===== src/src_pkg.sv =====
// Shared constants and types for the serial register command port
package src_pkg;

  // ************************************************************
  // Register file
  // ************************************************************
  localparam int NUM_REGS = 9;
  localparam int REG_W = 8;
  localparam int PTR_W = 5;
  localparam logic [8:0][7:0] REG_DEFAULTS = {
    8'h00, 8'h00, 8'h00, 8'h00, 8'h00, 8'h07, 8'h00, 8'h00, 8'h18};
  localparam logic [8:0][7:0] REG_WR_MASK = {
    8'h1f, 8'h1f, 8'hff, 8'hff, 8'hff, 8'hff, 8'hff, 8'hff, 8'h1f};
  localparam int ID_LSB = 5;

  // ************************************************************
  // Command encoding
  // ************************************************************
  localparam logic [3:0] OP_READ = 4'h2;
  localparam logic [3:0] OP_WRITE = 4'h4;
  localparam logic [3:0] OP_COUNT = 4'h0;
  localparam logic [6:0] OP_RESET = 7'h03;
  localparam logic [7:0] RESET_BYTE = 8'h06;
  localparam logic [4:0] FIRST_DATA_BYTE = 5'h02;

  // ************************************************************
  // Timing counts in master clock cycles
  // ************************************************************
  localparam int TIMEOUT_CYCLES_DEF = 2 ** 18;
  localparam int POR_CYCLES_DEF = 2 ** 16;
  localparam int PIN_HOLD_CYCLES = 2;
  localparam int SCLK_HALF_DEF = 8;

  // ************************************************************
  // Enumerations
  // ************************************************************
  typedef enum logic [1:0] {
    PH_OPCODE = 2'b00,
    PH_COUNT = 2'b01,
    PH_READ = 2'b10,
    PH_WRITE = 2'b11
  } src_phase_t;

  typedef enum logic [1:0] {
    HS_IDLE = 2'b00,
    HS_LOAD = 2'b01,
    HS_SHIFT = 2'b10,
    HS_GAP = 2'b11
  } src_hstate_t;

  typedef enum logic [1:0] {
    CMD_READ = 2'b00,
    CMD_WRITE = 2'b01,
    CMD_RESET = 2'b10
  } src_cmd_t;

endpackage


===== src/src_link_if.sv =====
// Four-wire serial link between host and device
`timescale 1ns/1ps
interface src_link_if;
  logic cs_n;
  logic sclk;
  logic din;
  logic dout;
  logic dout_oe_n;
  logic dout_line;

  // Undriven data line is pulled high
  assign dout_line = dout_oe_n ? 1'b1 : dout;

  modport dev (
    input cs_n,
    input sclk,
    input din,
    output dout,
    output dout_oe_n
  );

  modport host (
    output cs_n,
    output sclk,
    output din,
    input dout_line
  );
endinterface


===== src/src_device.sv =====
// Device end of the serial register command port
`timescale 1ns/1ps
module src_device #(
  parameter int TIMEOUT_CYCLES = src_pkg::TIMEOUT_CYCLES_DEF,
  parameter int POR_CYCLES = src_pkg::POR_CYCLES_DEF,
  parameter logic [2:0] ID_BITS = 3'h0 // Arbitrary identification value
) (
  input wire logic clk,
  input wire logic sys_rst,
  src_link_if.dev link,
  input wire logic reset_powerdown_pin_n,
  output logic [8:0][7:0] reg_image,
  output logic dev_ready
);

  // ************************************************************
  // State
  // ************************************************************
  localparam int TO_W = $clog2(TIMEOUT_CYCLES);
  localparam int HOLD_W = $clog2(POR_CYCLES) + 1;
  localparam logic [TO_W-1:0] TO_LAST = TO_W'(TIMEOUT_CYCLES - 1);
  localparam logic [HOLD_W-1:0] POR_LOAD = HOLD_W'(POR_CYCLES - 1);
  localparam logic [HOLD_W-1:0] PIN_LOAD =
    HOLD_W'(src_pkg::PIN_HOLD_CYCLES);
  localparam logic [8:0][7:0] DEFAULTS = {src_pkg::REG_DEFAULTS[8:1],
    ID_BITS, src_pkg::REG_DEFAULTS[0][src_pkg::ID_LSB-1:0]};

  typedef struct packed {
    logic [1:0] cs_s;
    logic [2:0] sclk_s;
    logic [1:0] din_s;
    logic [1:0] pin_s;
    logic [HOLD_W-1:0] hold_cnt;
    logic ready;
    logic [TO_W-1:0] to_cnt;
    src_pkg::src_phase_t phase;
    logic is_write;
    logic [2:0] bit_cnt;
    logic [7:0] rx;
    logic [7:0] tx;
    logic [src_pkg::PTR_W-1:0] ptr;
    logic [3:0] cnt;
    logic dout;
    logic dout_oe_n;
    logic [8:0][7:0] regs;
  } src_dev_state_t;

  localparam src_dev_state_t RESET_STATE = '{
    cs_s: 2'h3, sclk_s: 3'h0, din_s: 2'h0, pin_s: 2'h3,
    hold_cnt: POR_LOAD, ready: 1'b0, to_cnt: '0,
    phase: src_pkg::PH_OPCODE, is_write: 1'b0, bit_cnt: 3'h0,
    rx: 8'h00, tx: 8'h00, ptr: '0, cnt: 4'h0, dout: 1'b0,
    dout_oe_n: 1'b1, regs: DEFAULTS};

  src_dev_state_t q;
  src_dev_state_t n;

  // ************************************************************
  // Register read with out-of-range zero
  // ************************************************************
  function automatic logic [7:0] reg_read(
    input logic [8:0][7:0] r,
    input logic [src_pkg::PTR_W-1:0] a
  );
    logic [7:0] v;
    v = 8'h00;
    if (a < src_pkg::PTR_W'(src_pkg::NUM_REGS))
      v = r[a[3:0]];
    return v;
  endfunction

  // ************************************************************
  // Next state
  // ************************************************************
  logic rise;
  logic fall;
  logic to_hit;
  logic port_rst;
  logic [7:0] rx_byte;
  logic [7:0] rd_byte;

  always_comb
  begin
    n = q;
    n.cs_s = {q.cs_s[0], link.cs_n};
    n.sclk_s = {q.sclk_s[1:0], link.sclk};
    n.din_s = {q.din_s[0], link.din};
    n.pin_s = {q.pin_s[0], reset_powerdown_pin_n};
    rise = q.sclk_s[1] & ~q.sclk_s[2];
    fall = ~q.sclk_s[1] & q.sclk_s[2];
    rx_byte = {q.rx[6:0], q.din_s[1]};
    rd_byte = reg_read(q.regs, q.ptr);

    // Reset hold after pin release or power-on
    if (!q.pin_s[1])
    begin
      n.hold_cnt = PIN_LOAD;
      n.ready = 1'b0;
    end
    else if (q.hold_cnt != '0)
    begin
      n.hold_cnt = q.hold_cnt - HOLD_W'(1);
      n.ready = 1'b0;
    end
    else
      n.ready = 1'b1;
    if (!q.ready)
      n.regs = DEFAULTS;

    // Idle-low clock timeout
    to_hit = 1'b0;
    if (q.sclk_s[1])
      n.to_cnt = '0;
    else if (q.to_cnt == TO_LAST)
    begin
      n.to_cnt = '0;
      to_hit = 1'b1;
    end
    else
      n.to_cnt = q.to_cnt + TO_W'(1);

    // Output driven whenever selected and ready, including select tied low
    n.dout_oe_n = q.cs_s[1] | ~q.ready;

    port_rst = q.cs_s[1] | to_hit | ~q.ready;
    if (port_rst)
    begin
      n.phase = src_pkg::PH_OPCODE;
      n.bit_cnt = 3'h0;
      n.rx = 8'h00;
    end
    else if (rise)
    begin
      n.rx = rx_byte;
      n.bit_cnt = q.bit_cnt + 3'h1;
      if (q.bit_cnt == 3'h7)
      begin
        unique case (q.phase)
          src_pkg::PH_OPCODE:
          begin
            if (rx_byte[7:4] == src_pkg::OP_READ)
            begin
              n.is_write = 1'b0;
              n.ptr = {1'b0, rx_byte[3:0]};
              n.phase = src_pkg::PH_COUNT;
            end
            else if (rx_byte[7:4] == src_pkg::OP_WRITE)
            begin
              n.is_write = 1'b1;
              n.ptr = {1'b0, rx_byte[3:0]};
              n.phase = src_pkg::PH_COUNT;
            end
            else if (rx_byte[7:1] == src_pkg::OP_RESET)
              n.regs = DEFAULTS;
            // Anything else waits for the next byte boundary
          end
          src_pkg::PH_COUNT:
          begin
            if (rx_byte[7:4] == src_pkg::OP_COUNT)
            begin
              n.cnt = rx_byte[3:0];
              n.phase = q.is_write ? src_pkg::PH_WRITE
                                   : src_pkg::PH_READ;
            end
            else
              n.phase = src_pkg::PH_OPCODE;
          end
          src_pkg::PH_READ, src_pkg::PH_WRITE:
          begin
            if (q.phase == src_pkg::PH_WRITE &&
                q.ptr < src_pkg::PTR_W'(src_pkg::NUM_REGS))
              n.regs[q.ptr[3:0]] = (q.regs[q.ptr[3:0]] &
                ~src_pkg::REG_WR_MASK[q.ptr[3:0]]) | (rx_byte &
                src_pkg::REG_WR_MASK[q.ptr[3:0]]);
            if (q.ptr != '1)
              n.ptr = q.ptr + src_pkg::PTR_W'(1);
            if (q.cnt == 4'h0)
              n.phase = src_pkg::PH_OPCODE;
            else
              n.cnt = q.cnt - 4'h1;
          end
        endcase
      end
    end
    else if (fall && q.phase == src_pkg::PH_READ)
    begin
      if (q.bit_cnt == 3'h0)
      begin
        n.dout = rd_byte[7];
        n.tx = {rd_byte[6:0], 1'b0};
      end
      else
      begin
        n.dout = q.tx[7];
        n.tx = {q.tx[6:0], 1'b0};
      end
    end
  end

  // ************************************************************
  // Registers and outputs
  // ************************************************************
  always_ff @(posedge clk)
  begin
    if (sys_rst)
      q <= RESET_STATE;
    else
      q <= n;
  end

  assign link.dout = q.dout;
  assign link.dout_oe_n = q.dout_oe_n;
  assign reg_image = q.regs;
  assign dev_ready = q.ready;

endmodule // src_device


===== src/flat_wrapper.sv =====
// flat-port wrapper written by rule: the top's interface ports become plain ports
module src_device_flat 
#(
  parameter int TIMEOUT_CYCLES = src_pkg::TIMEOUT_CYCLES_DEF,
  parameter int POR_CYCLES = src_pkg::POR_CYCLES_DEF,
  parameter logic [2:0] ID_BITS = 3'h0                                  
)
  (clk, sys_rst, reset_powerdown_pin_n, reg_image, dev_ready, link_cs_n, link_sclk, link_din, link_dout, link_dout_oe_n);
  src_link_if link_i ();
  input wire logic clk;
  input wire logic sys_rst;
  input wire logic reset_powerdown_pin_n;
  output logic [8:0][7:0] reg_image;
  output logic dev_ready;
  input wire logic [$bits(link_i.cs_n)-1:0] link_cs_n;
  input wire logic [$bits(link_i.sclk)-1:0] link_sclk;
  input wire logic [$bits(link_i.din)-1:0] link_din;
  output wire logic [$bits(link_i.dout)-1:0] link_dout;
  output wire logic [$bits(link_i.dout_oe_n)-1:0] link_dout_oe_n;
  assign link_i.cs_n = link_cs_n;
  assign link_i.sclk = link_sclk;
  assign link_i.din = link_din;
  assign link_dout = link_i.dout;
  assign link_dout_oe_n = link_i.dout_oe_n;
  src_device #(.TIMEOUT_CYCLES(TIMEOUT_CYCLES), .POR_CYCLES(POR_CYCLES), .ID_BITS(ID_BITS)) u_core (.clk(clk), .sys_rst(sys_rst), .link(link_i), .reset_powerdown_pin_n(reset_powerdown_pin_n), .reg_image(reg_image), .dev_ready(dev_ready));
endmodule

===== config.mk =====
export PLATFORM = sky130hd
export DESIGN_NAME = src_device_flat
export DESIGN_NICKNAME = d
export VERILOG_FILES = /design/src/src_pkg.sv /design/src/src_link_if.sv /design/src/src_device.sv /design/src/flat_wrapper.sv
export SDC_FILE = /design/constraint.sdc
export NUM_CORES = 1
export LEC_CHECK = 0
export BUFFER_PORTS_ARGS = -buffer_cell sky130_fd_sc_hd__buf_2
export CAP_MARGIN = 10
export CORE_MARGIN = 10
export CORE_UTILIZATION = 60
export DETAILED_ROUTE_END_ITERATION = 6
export PLACE_DENSITY = 0.84
export SYNTH_ARGS = -nofsm -noshare
export SYNTH_HDL_FRONTEND = slang
export SYNTH_SLANG_ARGS = --single-unit

===== constraint.sdc =====
create_clock -name clk -period 3.74 [get_ports clk]
set_clock_uncertainty 0.2 [all_clocks]
set_input_delay 0.748 -clock clk [delete_from_list [all_inputs] [get_ports clk]]
set_output_delay 0.748 -clock clk [all_outputs]
set_load 0.005 [all_outputs]

# Word-level counts from Yosys, hierarchy flattened
# Memories as Yosys holds them, arrays and structs flattened. A register that Yosys moved wholly into a read port is not among the register bits.
# Cells that the tools add are included.
totals:
  reg_bits: 149
  latchBits: 0
  ram_bits: 0
  rom_bits: 128
  inputBits: 6
  output_inout_bits: 75
  word_cells: 123
  n_memories: 1
op_classes:
  n_addsub: 5
  mul: 0
  div: 0
  n_lt_le_gt_ge: 3
  n_eq_ne: 15
  shift: 0
  muxes: 38
  bitwise: 15
  reduce_logical: 20
memory_table:
  columns: ["name", "words", "word_bits", "rd", "rd_ports_with_merged_regs", "wr", "line_no", "text"]
  rows:
  - ["(no name shown)", 16, 8, 1, 1, 0, "src_device.sv:173", "~src_pkg::REG_WR_MASK[q.ptr[3:0]]) | (rx_byte &"]
ops:
  columns: ["cell", "n"]
  rows:
  - ["2-to-1 mux 72 bit", 8]
  - ["case mux 72 bit (2 select lines)", 1]
  - ["bitwise mux 72 bit", 1]
  - ["2-to-1 mux 8 bit", 5]
  - ["binary-select mux 8 bit (select 4 bit)", 1]
  - ["demux 8 bit (select 4 bit)", 1]
  - ["adder 18 x 1 -> 18 bit, second input constant", 1]
  - ["== test 18 bit, second input constant", 1]
  - ["2-to-1 mux 17 bit", 1]
  - ["nonzero test 17 bit", 1]
  - ["subtractor 17 x 1 -> 17 bit, second input constant", 1]
  - ["AND 8 bit", 2]
  - ["2-to-1 mux 16 bit", 1]
  - ["2-to-1 mux 4 bit", 4]
  - ["2-to-1 mux 5 bit", 3]
  - ["AND reduction 6 bit", 2]
  - ["case mux 5 bit (2 select lines)", 1]
  - ["logical NOT 4 bit", 2]
  - ["NOT 8 bit", 1]
  - ["bitwise OR 8 bit", 1]
  - ["case mux 4 bit (2 select lines)", 1]
  - ["== test 7 x 2 -> 1 bit, second input constant", 1]
  - ["2-to-1 mux 3 bit", 2]
  - ["inequality test 2 x 1 -> 1 bit, second input constant", 3]
  - ["other kinds (29)", 50]

# Longest topological paths before layout
# Gate-level depths: netlist of the first run.
depth:
  depth_word: 11
  ltp_mapped: 10
  ltp_nobuf: 8

# Least setup slack after synthesis of the first run
# Ideal clock, no wire load.
synth_path:
  kind: "flip-flop to flip-flop"
  startpoint: "reg u_core.q[79] (netlist name)"
  endpoint: "reg u_core.q, in the netlist u_core.reg_image[69]"
  setup_ns: 0.070
  t_arrival_ns: 2.374
  t_required_ns: 3.470
  slack_ns: 1.097
  stages_incl_launch_ff: 10
  n_path_buf: 2
  period_less_slack_ns: 2.643
  path_cell_list: "dfxtp_1 > buf_2 > buf_1 > inv_1 > ha_1 > nand3_1 > nor3_1 > a221oi_1 > a21oi_1 > o21ai_1"
synth_between:
  elab_chain_cells: 10
  elab_cells_between_ends: 17
  cone_classes: "3 x order compare; 10 x mux; 2 x bitwise; 2 x reduce/logical"
synth_rtl:
  columns: ["element", "line_no", "text"]
  rows:
  - ["start, declared", "src_device.sv:55", "src_dev_state_t q;"]
  - ["start signal, assigned", "src_device.sv:208", "q <= n;"]
  - ["less-than comparator 4 x 5 -> 1 bit (not written as such) (tied with other cells)", "src_device.sv:172", "n.regs[q.ptr[3:0]] = (q.regs[q.ptr[3:0]] &"]
  - ["logical AND 1 bit (not written as such) or 2-to-1 mux 8 bit (tied branches)", "src_device.sv:172", null]
  - ["2-to-1 mux 8 bit (not written as such) or AND 8 bit (tied branches)", "src_device.sv:172", null]
  - ["demux 8 bit (select 4 bit) or bitwise OR 8 bit (tied branches)", null, null]
  - ["bitwise mux 72 bit", "src_device.sv:172", null]
  - ["2-to-1 mux 72 bit (*)", "src_device.sv:170", "if (q.phase == src_pkg::PH_WRITE &&"]
  - ["case mux 72 bit (2 select lines) (*)", "src_device.sv:138", "unique case (q.phase)"]
  - ["2-to-1 mux 72 bit (*)", "src_device.sv:136", "if (q.bit_cnt == 3'h7)"]
  - ["2-to-1 mux 72 bit (*)", "src_device.sv:132", "else if (rise)"]
  - ["2-to-1 mux 72 bit (*)", "src_device.sv:126", "if (port_rst)"]
# Mark *: on every way between the ends. The rest lies on a longest branch, timed or not. The select of a mux whose other input is x is not followed.
# A chain may end at the register's enable or synchronous reset.

# Worst setup path after layout of the first run
layout_path:
  startpoint: "reg u_core.q[78] (netlist name)"
  endpoint: "reg u_core.q, in the netlist u_core.reg_image[69]"
# The elaborated chain is that of the path after synthesis.

==> impl_metrics.ini, run 1 <==
[synthesis]
ys_seq_elements = 149
synth_cell_types = 70
syn_area_per_cell_um2 = 8.54
synth_area_leaders = dfxtp_1, buf_4, nand2_1
synth_area_um2 = 8140
ys.flop_type = dfxtp_1
synth_top_area_share_pct = 36.7
ys_async_sr_fraction_pct = 0
yosys.area.top_type = dfxtp_1
ys_warn_count = 0
syn_inst = 953
syn-num-nets = 970
synth_edf_count = 0
synth_seq_area_share_pct = 36.7

[cts]
h-tree-depth = 4
cts_setup_buffers = 0
cts-resized-gates = 0
clk_path_buf_depth = 2
cts_tree = done
cts_sinks = 149
path_clk_slew_ps = 60
cts_made_buffers = 17
cts.hold.buffers_added = 0
cts-root-buf = clkbuf_16
clk_latency_ps = 430

[critical_path]
start_kind = flop
slowest_delay_ps = 800
cp_cell_sequence = buf_4, inv_1, ha_1, nand3_1, or3_1, nor4_1, a21oi_1, o21ai_1
critPathMaxFanout = 18
r2r_slack_ps = 610
critPathRequiredTime_ps = 3900
worst_path_max_delay_cell = nor4_1
criticalPathCategory = flop to flop
cp.arrival_ps = 3290
crit_path_end_kind = flop

[cells_and_area]
final_common_cell = dfxtp_1
layout_common_cells = dfxtp_1, nand2_1, buf_2, nor2_1, a21oi_1
area_delta_synth_final_pct = 7.44
drive_gt1_share_pct = 18.0
nFillCells = 1107
design_area_um2 = 8740
multi_input_area_um2 = 4280
regArea_um2 = 2980
n_antenna_cell = 0
nNetsFinal = 957

[power_and_ir_drop]
powerDensity_nw_per_um2 = 399
vdd_ir_drop_max_uv = 380
total_power_uw = 3490
leakagePower_uw = 0.00334

[drt]
route.detailed.drc = 0
avgRoutedWirePerCell_um = 19.9
vias = 7235
ant_nets = 0
wirelength_um = 22400
firstDrtPassIters = 6
routed_via_density = 6.41
drt_iter0_drc = 848

[place]
portBuffers = 80
postPlaceCellArea_um2 = 8120
dpl.hpwl_um = 15500
gp_congestion = 1.06

[timing]
hold_violations = 0
tightest_slew_ps = 946
rsz0062_at_grt = false
min_period_ps = 3130
max_clock_freq_ghz = 0.319
relSlewSlack_pct = 36.3
finalSetupViolCount = 0
maxSlewViolCount = 0
min_period_over_period_pct = 83.8
setup_tns_ps = 0

[global_routing]
grt_usage_pct = 24.1
antenna_found_initial = 0
grt_max_degree = 39
grt_pass1_vias = 6661
grt-ovfl-total = 0
grt_pass1_wl_um = 35900

[run_status]
status = complete, no violations

[floorplanning]
std_cell_rows = 42
die_w_um = 136
die_h_um = 136
start_util_pct = 61.4
ios = 81
die-area_um2 = 18600
placeableCoreArea_um2 = 13200

[run]
max_cap_violations = 0

[min_path]
min_path_type = flop to flop
[sequential cells by signal (all words and copies together) (netlist names), named ones only]
name and count:
u_core.dev_ready 1, u_core.reg_image 72, u_core.q 68, u_core.link.dout 1, u_core.n 5, u_core.link.dout_oe_n 1
[synth_stat cells, types with 6 or more instances]
master	instances
a211oi_1	25
a21o_1	16
a21oi_1	60
a221oi_1	20
a2bb2oi_1	13
and2_1	6
and3_1	7
buf_4	72
clkbuf_1	50
dfxtp_1	149
ha_1	11
inv_1	26
mux4_2	14
nand2_1	102
nand2b_1	13
nand3_1	31
nand4_1	6
nor2_1	67
nor2b_1	13
nor3_1	43
nor4_1	6
o211ai_1	7
o21ai_0	37
o221a_2	9
o2bb2ai_1	11
or2_2	8
or3_1	8
xnor2_1	17
xor2_1	14
[worst paths after layout]
check           startpoint              endpoint  cells past startpoint
max           u_core.q[78]  u_core.reg_image[69]                      8
min          u_core.n[149]         u_core.q[149]                      1
max reg2reg   u_core.q[78]  u_core.reg_image[69]                      8
min reg2reg  u_core.n[149]         u_core.q[149]                      1
[kinds of logic (layout without fill, tap and decap cells)]
| family | after synthesis | after routing | share of synthesized area (%) |
|---|---|---|---|
| mux | 21 | 21 | 5.15 |
| xor+xnor | 31 | 31 | 3.34 |
| buf+inv | 157 | 156 | 10.7 |
| flops | 149 | 149 | 36.7 |
| simple gates | 336 | 336 | 20.5 |
| compound gates | 248 | 248 | 21.9 |
| fa+ha+maj | 11 | 11 | 1.69 |
[per-stage QoR]
step	std cells	hold WS, ps	worst slack, ps	util (%)
6_report	1128	205	608	66.0
5_1_grt	1128	222	469	66.0
4_1_cts	1128	206	697	66.0
3_5_place_dp	1097	192	734	61.3
3_3_place_gp	1097	192	639	61.3
2_1_floorplan	953	189	1100	-
[layer usage]
layer,track usage (%),vias up,routed length (µm)
met4,10.4,0,864
met1,30.4,3392,9100
li1,-,3362,-
met5,0,-,0
met3,5.39,90,2060
met2,38.9,391,10400
[critical path, delay by kind of cell, from the launching register on]
| kind | cells | cell delay, ps |
|---|---|---|
| AOI/OAI and AO/OA | 2 | 300 |
| adders and majority gates | 1 | 300 |
| buffers and inverters | 2 | 440 |
| DFF | 1 | 430 |
| and+or+nand+nor | 3 | 1380 |
[report_power, final]
part / switching, µW / internal [µW]
Sequential: 19.8 / 1600
Clock: 671 / 1130
Combinational: 35.4 / 26.0
Total: 727 / 2760
[area by class of cell]
class                           instances  share of cell area [%]
Clock buffer                           19                    5.07
Clock inverter                         12                    2.05
Inverter                               27                    1.16
Multi-Input combinational cell        647                    49.0
Sequential cell                       149                    34.1
Tap cell                              176                    2.52
Timing Repair Buffer                   98                    6.13
(Power assumes the default switching activity.)
==> run 2: changes to the inputs <==
==> constraint.sdc (replaced) <==
create_clock -name clk -period 3 [get_ports clk]
set_clock_uncertainty 0.2 [all_clocks]
set_input_delay 0.6 -clock clk [delete_from_list [all_inputs] [get_ports clk]]
set_output_delay 0.6 -clock clk [all_outputs]
set_load 0.005 [all_outputs]
==> run 2 against run 1 <==
Net effect:
- the run now ends with design-rule violations left
- largest power group unchanged
- clock power up 13%
- sequential power up 25%
- global-route usage down 0.61 points
- die area unchanged
- design area up 1.2%
- via count about the same
- worst setup slack worse by 340 ps
- fmax up 15%
- sequential cell count unchanged
- non-clock buffer count up 20
- critical endpoint is now u_core.reg_image[70]
- worst hold slack worse by 54 ps
- highest routed layer unchanged
- wire length down 1.7%
==> impl_metrics.ini, run 2 (synthesis gave the netlist of run 1 again) <==
[min_path]
min_path_type = primary input to flop

[timing]
tightest_slew_ps = 837
relSlewSlack_pct = 43.7
rsz0062_at_grt = false
max_clock_freq_ghz = 0.366
min_period_over_period_pct = 91.0
setup_ws_ps = 270
min_period_ps = 2730
hold_violations = 0
finalSetupViolCount = 0
setup_tns_ps = 0
maxSlewViolCount = 0

[critical_path]
critical_path_buf_inv_count = 1
slowest_delay_ps = 600
cp.arrival_ps = 2890
crit_path_end_kind = flop
worst_path_max_delay_cell = nor4_1
criticalPathCategory = flop to flop
cp_cell_sequence = inv_1, ha_1, nand3_1, or3_1, nor4_1, a21oi_1, o21ai_1
critPathMaxFanout = 8
path_delay_family = simple AND/OR/NAND/NOR gates
critPathRequiredTime_ps = 3160
start_kind = flop

[cells_and_area]
n_antenna_cell = 0
multi_input_area_um2 = 4280
area_delta_synth_final_pct = 8.72
layout_common_cells = dfxtp_1, nand2_1, buf_2, nor2_1, a21oi_1
nFillCells = 1123
final_common_cell = dfxtp_1
regArea_um2 = 2980
nNetsFinal = 977
drive_gt1_share_pct = 19.5
largest_register_ffs = 72

[place]
gp_congestion = 0.967
portBuffers = 80
pre_cts_ws_ps = 307
dpl.hpwl_um = 16100

[run]
max_cap_violations = 0

[floorplanning]
die_w_um = 136
die_h_um = 136
std_cell_rows = 42
die-area_um2 = 18600
placeableCoreArea_um2 = 13200
ios = 81
start_util_pct = 61.4

[cts]
cts_setup_buffers = 0
cts.hold.buffers_added = 0
cts_made_buffers = 17
h-tree-depth = 4
cts-resized-gates = 0
cts-root-buf = clkbuf_16
clk_path_buf_depth = 2
cts_tree = done
path_clk_slew_ps = 60
cts_sinks = 149
clk_latency_ps = 440

[global_routing]
grt_max_degree = 32
grt-ovfl-total = 0
grt_pass1_wl_um = 35200
antenna_found_initial = 0
grt_pass1_vias = 6749
grt_usage_pct = 23.5

[drt]
ant_nets = 0
vias = 7229
route.detailed.drc = 1
avgRoutedWirePerCell_um = 19.2
wirelength_um = 22000
routed_via_density = 6.30
drt_iter0_drc = 982
firstDrtPassIters = 7

[power_and_ir_drop]
leakagePower_uw = 0.00343
vdd_ir_drop_max_uv = 375
powerDensity_nw_per_um2 = 468

[run_status]
violations = design-rule violations
status = finished with violations
## run 2: cell types whose count changed in the layout (fill, tap and decap cells not counted), moves of 2 or more
cell        before  now
clkinvlp_4       3    1
bufinv_16        4    1
clkbuf_8         1    4
buf_4           18   37
clkinv_2         2    4
## run 2: cell type report
type                       count  share of cell area [%]
clock buffer                  23                    5.52
clock inverter                 8                   0.849
tap                          176                    2.49
timing repair buffer         118                    7.89
inverter                      27                    1.15
sequential                   149                    33.7
multi-input combinational    647                    48.4
## run 2: final timing paths
kind	start	end	slack [ps]	cells after the start
max reg2reg	u_core.q[78]	u_core.reg_image[70]	270	7
min reg2reg	u_core.n[149]	u_core.q[149]	210	1
min	link_cs_n	u_core.n[149]	150	2
max	u_core.q[78]	u_core.reg_image[70]	270	7
## run 2: where the power goes
part           leakage [µW]  total [µW]  switching [µW]  internal (µW)
Clock              0.000279        2040             817           1220
Sequential          0.00121        2020            23.7           2000
Combinational       0.00195        78.5            44.3           34.1
## run 2: metal layers
layer  wire length (µm)  global-route usage, %  vias to the layer above
met5                  0                      0                        -
met4                800                   11.5                        0
met3               2040                   7.01                       70
met2              10200                   36.3                      385
met1               9030                   29.4                     3372
li1                   -                      -                     3402
## run 2: through the flow
stage / instance area [µm²] / total power, µW / utilization, % / hold slack (ps) / cells
after floorplan: 8140 / 2120 / - / 189 / 953
after global placement: 8280 / 2140 / 62.5 / 191 / 1117
after detailed placement: 8280 / 2150 / 62.5 / 199 / 1117
after CTS: 8850 / 4160 / 66.8 / 136 / 1148
after global routing: 8850 / 4270 / 66.8 / 144 / 1148
final: 8850 / 4140 / 66.8 / 151 / 1148
## run 2: worst reg2reg max path: stages, from the launching register on
cell and delay [ps]:
dfxtp_1 450, inv_1 200, ha_1 330, nand3_1 200, or3_1 380, nor4_1 600
a21oi_1 150, o21ai_1 160
==> run 3: changes to the inputs <==
--- a/config.mk
+++ b/config.mk
@@ -6,9 +6,9 @@
 export NUM_CORES = 1
 export LEC_CHECK = 0
 export BUFFER_PORTS_ARGS = -buffer_cell sky130_fd_sc_hd__buf_2
-export CAP_MARGIN = 10
-export CORE_MARGIN = 10
+export CORE_MARGIN = 8
 export CORE_UTILIZATION = 60
+export CTS_CLUSTER_SIZE = 16
 export DETAILED_ROUTE_END_ITERATION = 6
 export PLACE_DENSITY = 0.84
 export SYNTH_ARGS = -nofsm -noshare
==> run 3 against run 2 <==
Net effect:
- largest power group is now registers
- first-iteration DRC count shrank 24%
- via count is essentially flat
- the run now ends clean
- power shrank 4.3%
- fmax shrank 0.80%
- combinational power grew 2%
- critical path depth is the same
- design area shrank 1.1%
- final cell count shrank 0.61%
- worst setup slack lost 22 ps
- sequential power is essentially flat
- critical path type unchanged
- highest routed layer unchanged
- sequential share of layout area grew 0.37 points
- sequential cell count is the same
==> impl_metrics.ini, run 3 (synthesis gave the netlist of run 1 again) <==
[critical_path]
cp-startpoint = u_core.q[79]
r2r_slack_ps = 250
ff2ff_path_depth = 7
critPathCapture = u_core.reg_image[69]
cp.arrival_ps = 2900
critPathRequiredTime_ps = 3150
reg2reg_to = u_core.reg_image[69]
crit_path_end_kind = flop
critPathMaxFanout = 15
criticalPathCategory = flop to flop
rr_startpoint = u_core.q[79]
start_kind = flop

[cells_and_area]
area_delta_synth_final_pct = 7.55
final_common_cell = dfxtp_1
n_antenna_cell = 0
layout_common_cells = dfxtp_1, nand2_1, buf_2, nor2_1, a21oi_1
final_core_util_pct = 66.1
nFillCells = 1099
fin_cells = 1141
nNetsFinal = 974
drive_gt1_share_pct = 19.1
largest_register_ffs = 72

[cts]
cts.hold.buffers_added = 0
cts_tree = done
clk_path_buf_depth = 2
cts_sinks = 149
cts_made_buffers = 17
cts-resized-gates = 0
path_clk_slew_ps = 50
cts_setup_buffers = 0
clk_latency_ps = 420
h-tree-depth = 4
cts-root-buf = clkbuf_16

[timing]
min_period_ps = 2750
maxSlewViolCount = 0
max_clock_freq_ghz = 0.363
tightest_slew_ps = 921
hold_violations = 0
min_period_over_period_pct = 91.7
setup_tns_ps = 0
relSlewSlack_pct = 38.0
rsz0062_at_grt = false
finalSetupViolCount = 0

[place]
gp_congestion = 0.991
dpl.hpwl_um = 15800
dp.cells = 1114
portBuffers = 80

[global_routing]
antenna_found_initial = 0
grt_pass1_vias = 6943
grt_max_degree = 32
grt_pass1_wl_um = 36200
grt_usage_pct = 25.2
grt-ovfl-total = 0

[power_and_ir_drop]
leakagePower_uw = 0.00339
vdd_ir_drop_max_uv = 573
powerDensity_nw_per_um2 = 453

[drt]
vias = 7224
route.detailed.drc = 0
avgRoutedWirePerCell_um = 19.3
drt_iter0_drc = 744
routed_via_density = 6.33
firstDrtPassIters = 6
ant_nets = 0
wirelength_um = 22100

[floorplanning]
start_util_pct = 61.4
ios = 81
std_cell_rows = 42
die-area_um2 = 17500
placeableCoreArea_um2 = 13200
die_w_um = 132
die_h_um = 132

[run]
max_cap_violations = 0

[min_path]
min_path_type = primary input to flop

[run_status]
status = complete, no violations
## run 3: changes by cell type in the layout (fill, tap and decap cells not counted), sizes merged
cell,before,now
bufinv,1,0
buf,118,115
clkbuf,23,21
clkinv,7,6
## run 3: worst min-delay path by stage
stage | startpoint | to | slack (ps) | cells after the start
floorplan | u_core.n[142] | u_core.q[142] | 190 | 1
finish | reset_powerdown_pin_n | u_core.n[142] | 160 | 2
global route | link_cs_n | u_core.n[149] | 160 | 2
global placement | u_core.n[142] | u_core.q[142] | 190 | 1
detailed placement | u_core.n[149] | u_core.q[149] | 200 | 1
CTS | reset_powerdown_pin_n | u_core.n[142] | 150 | 2
## run 3: per-stage QoR
stage	total power, µW	hold slack [ps]	setup slack (ps)	area, µm²
after detailed placement	2150	199	353	8250
after global placement	2140	191	409	8250
after global routing	4090	161	126	8750
final	3960	161	248	8750
after floorplan	2120	189	357	8140
after CTS	3980	150	344	8750
## run 3: critical path, cell delays in order (launching register included)
cell and delay (ps):
dfxtp_1 500, inv_1 190, ha_1 270, nand3_1 160
or3_1 380, nor4_1 650, a21oi_1 180, o21ai_1 150
## run 3: layout make-up
cell class	instances	area, µm²	share of cell area [%]
Sequential cell	149	2980	34.1
Multi-Input combinational cell	647	4280	48.9
Clock buffer	21	470	5.38
Inverter	27	101	1.16
Tap cell	176	220	2.52
Clock inverter	6	32.5	0.372
Timing Repair Buffer	115	663	7.58
## run 3: metal layers
| metal | wire length, µm | GRT usage [%] |
|---|---|---|
| met5 | 0 | 0 |
| met4 | 814 | 12.2 |
| met3 | 1880 | 6.96 |
| met2 | 10500 | 40.9 |
| met1 | 8890 | 30.2 |
## run 3: power by group
| part | switching, µW | total, µW | internal (µW) |
|---|---|---|---|
| sequential | 24.2 | 2030 | 2000 |
| clock | 768 | 1860 | 1090 |
| combinational | 46.3 | 79.7 | 33.4 |
| total | 838 | 3960 | 3120 |
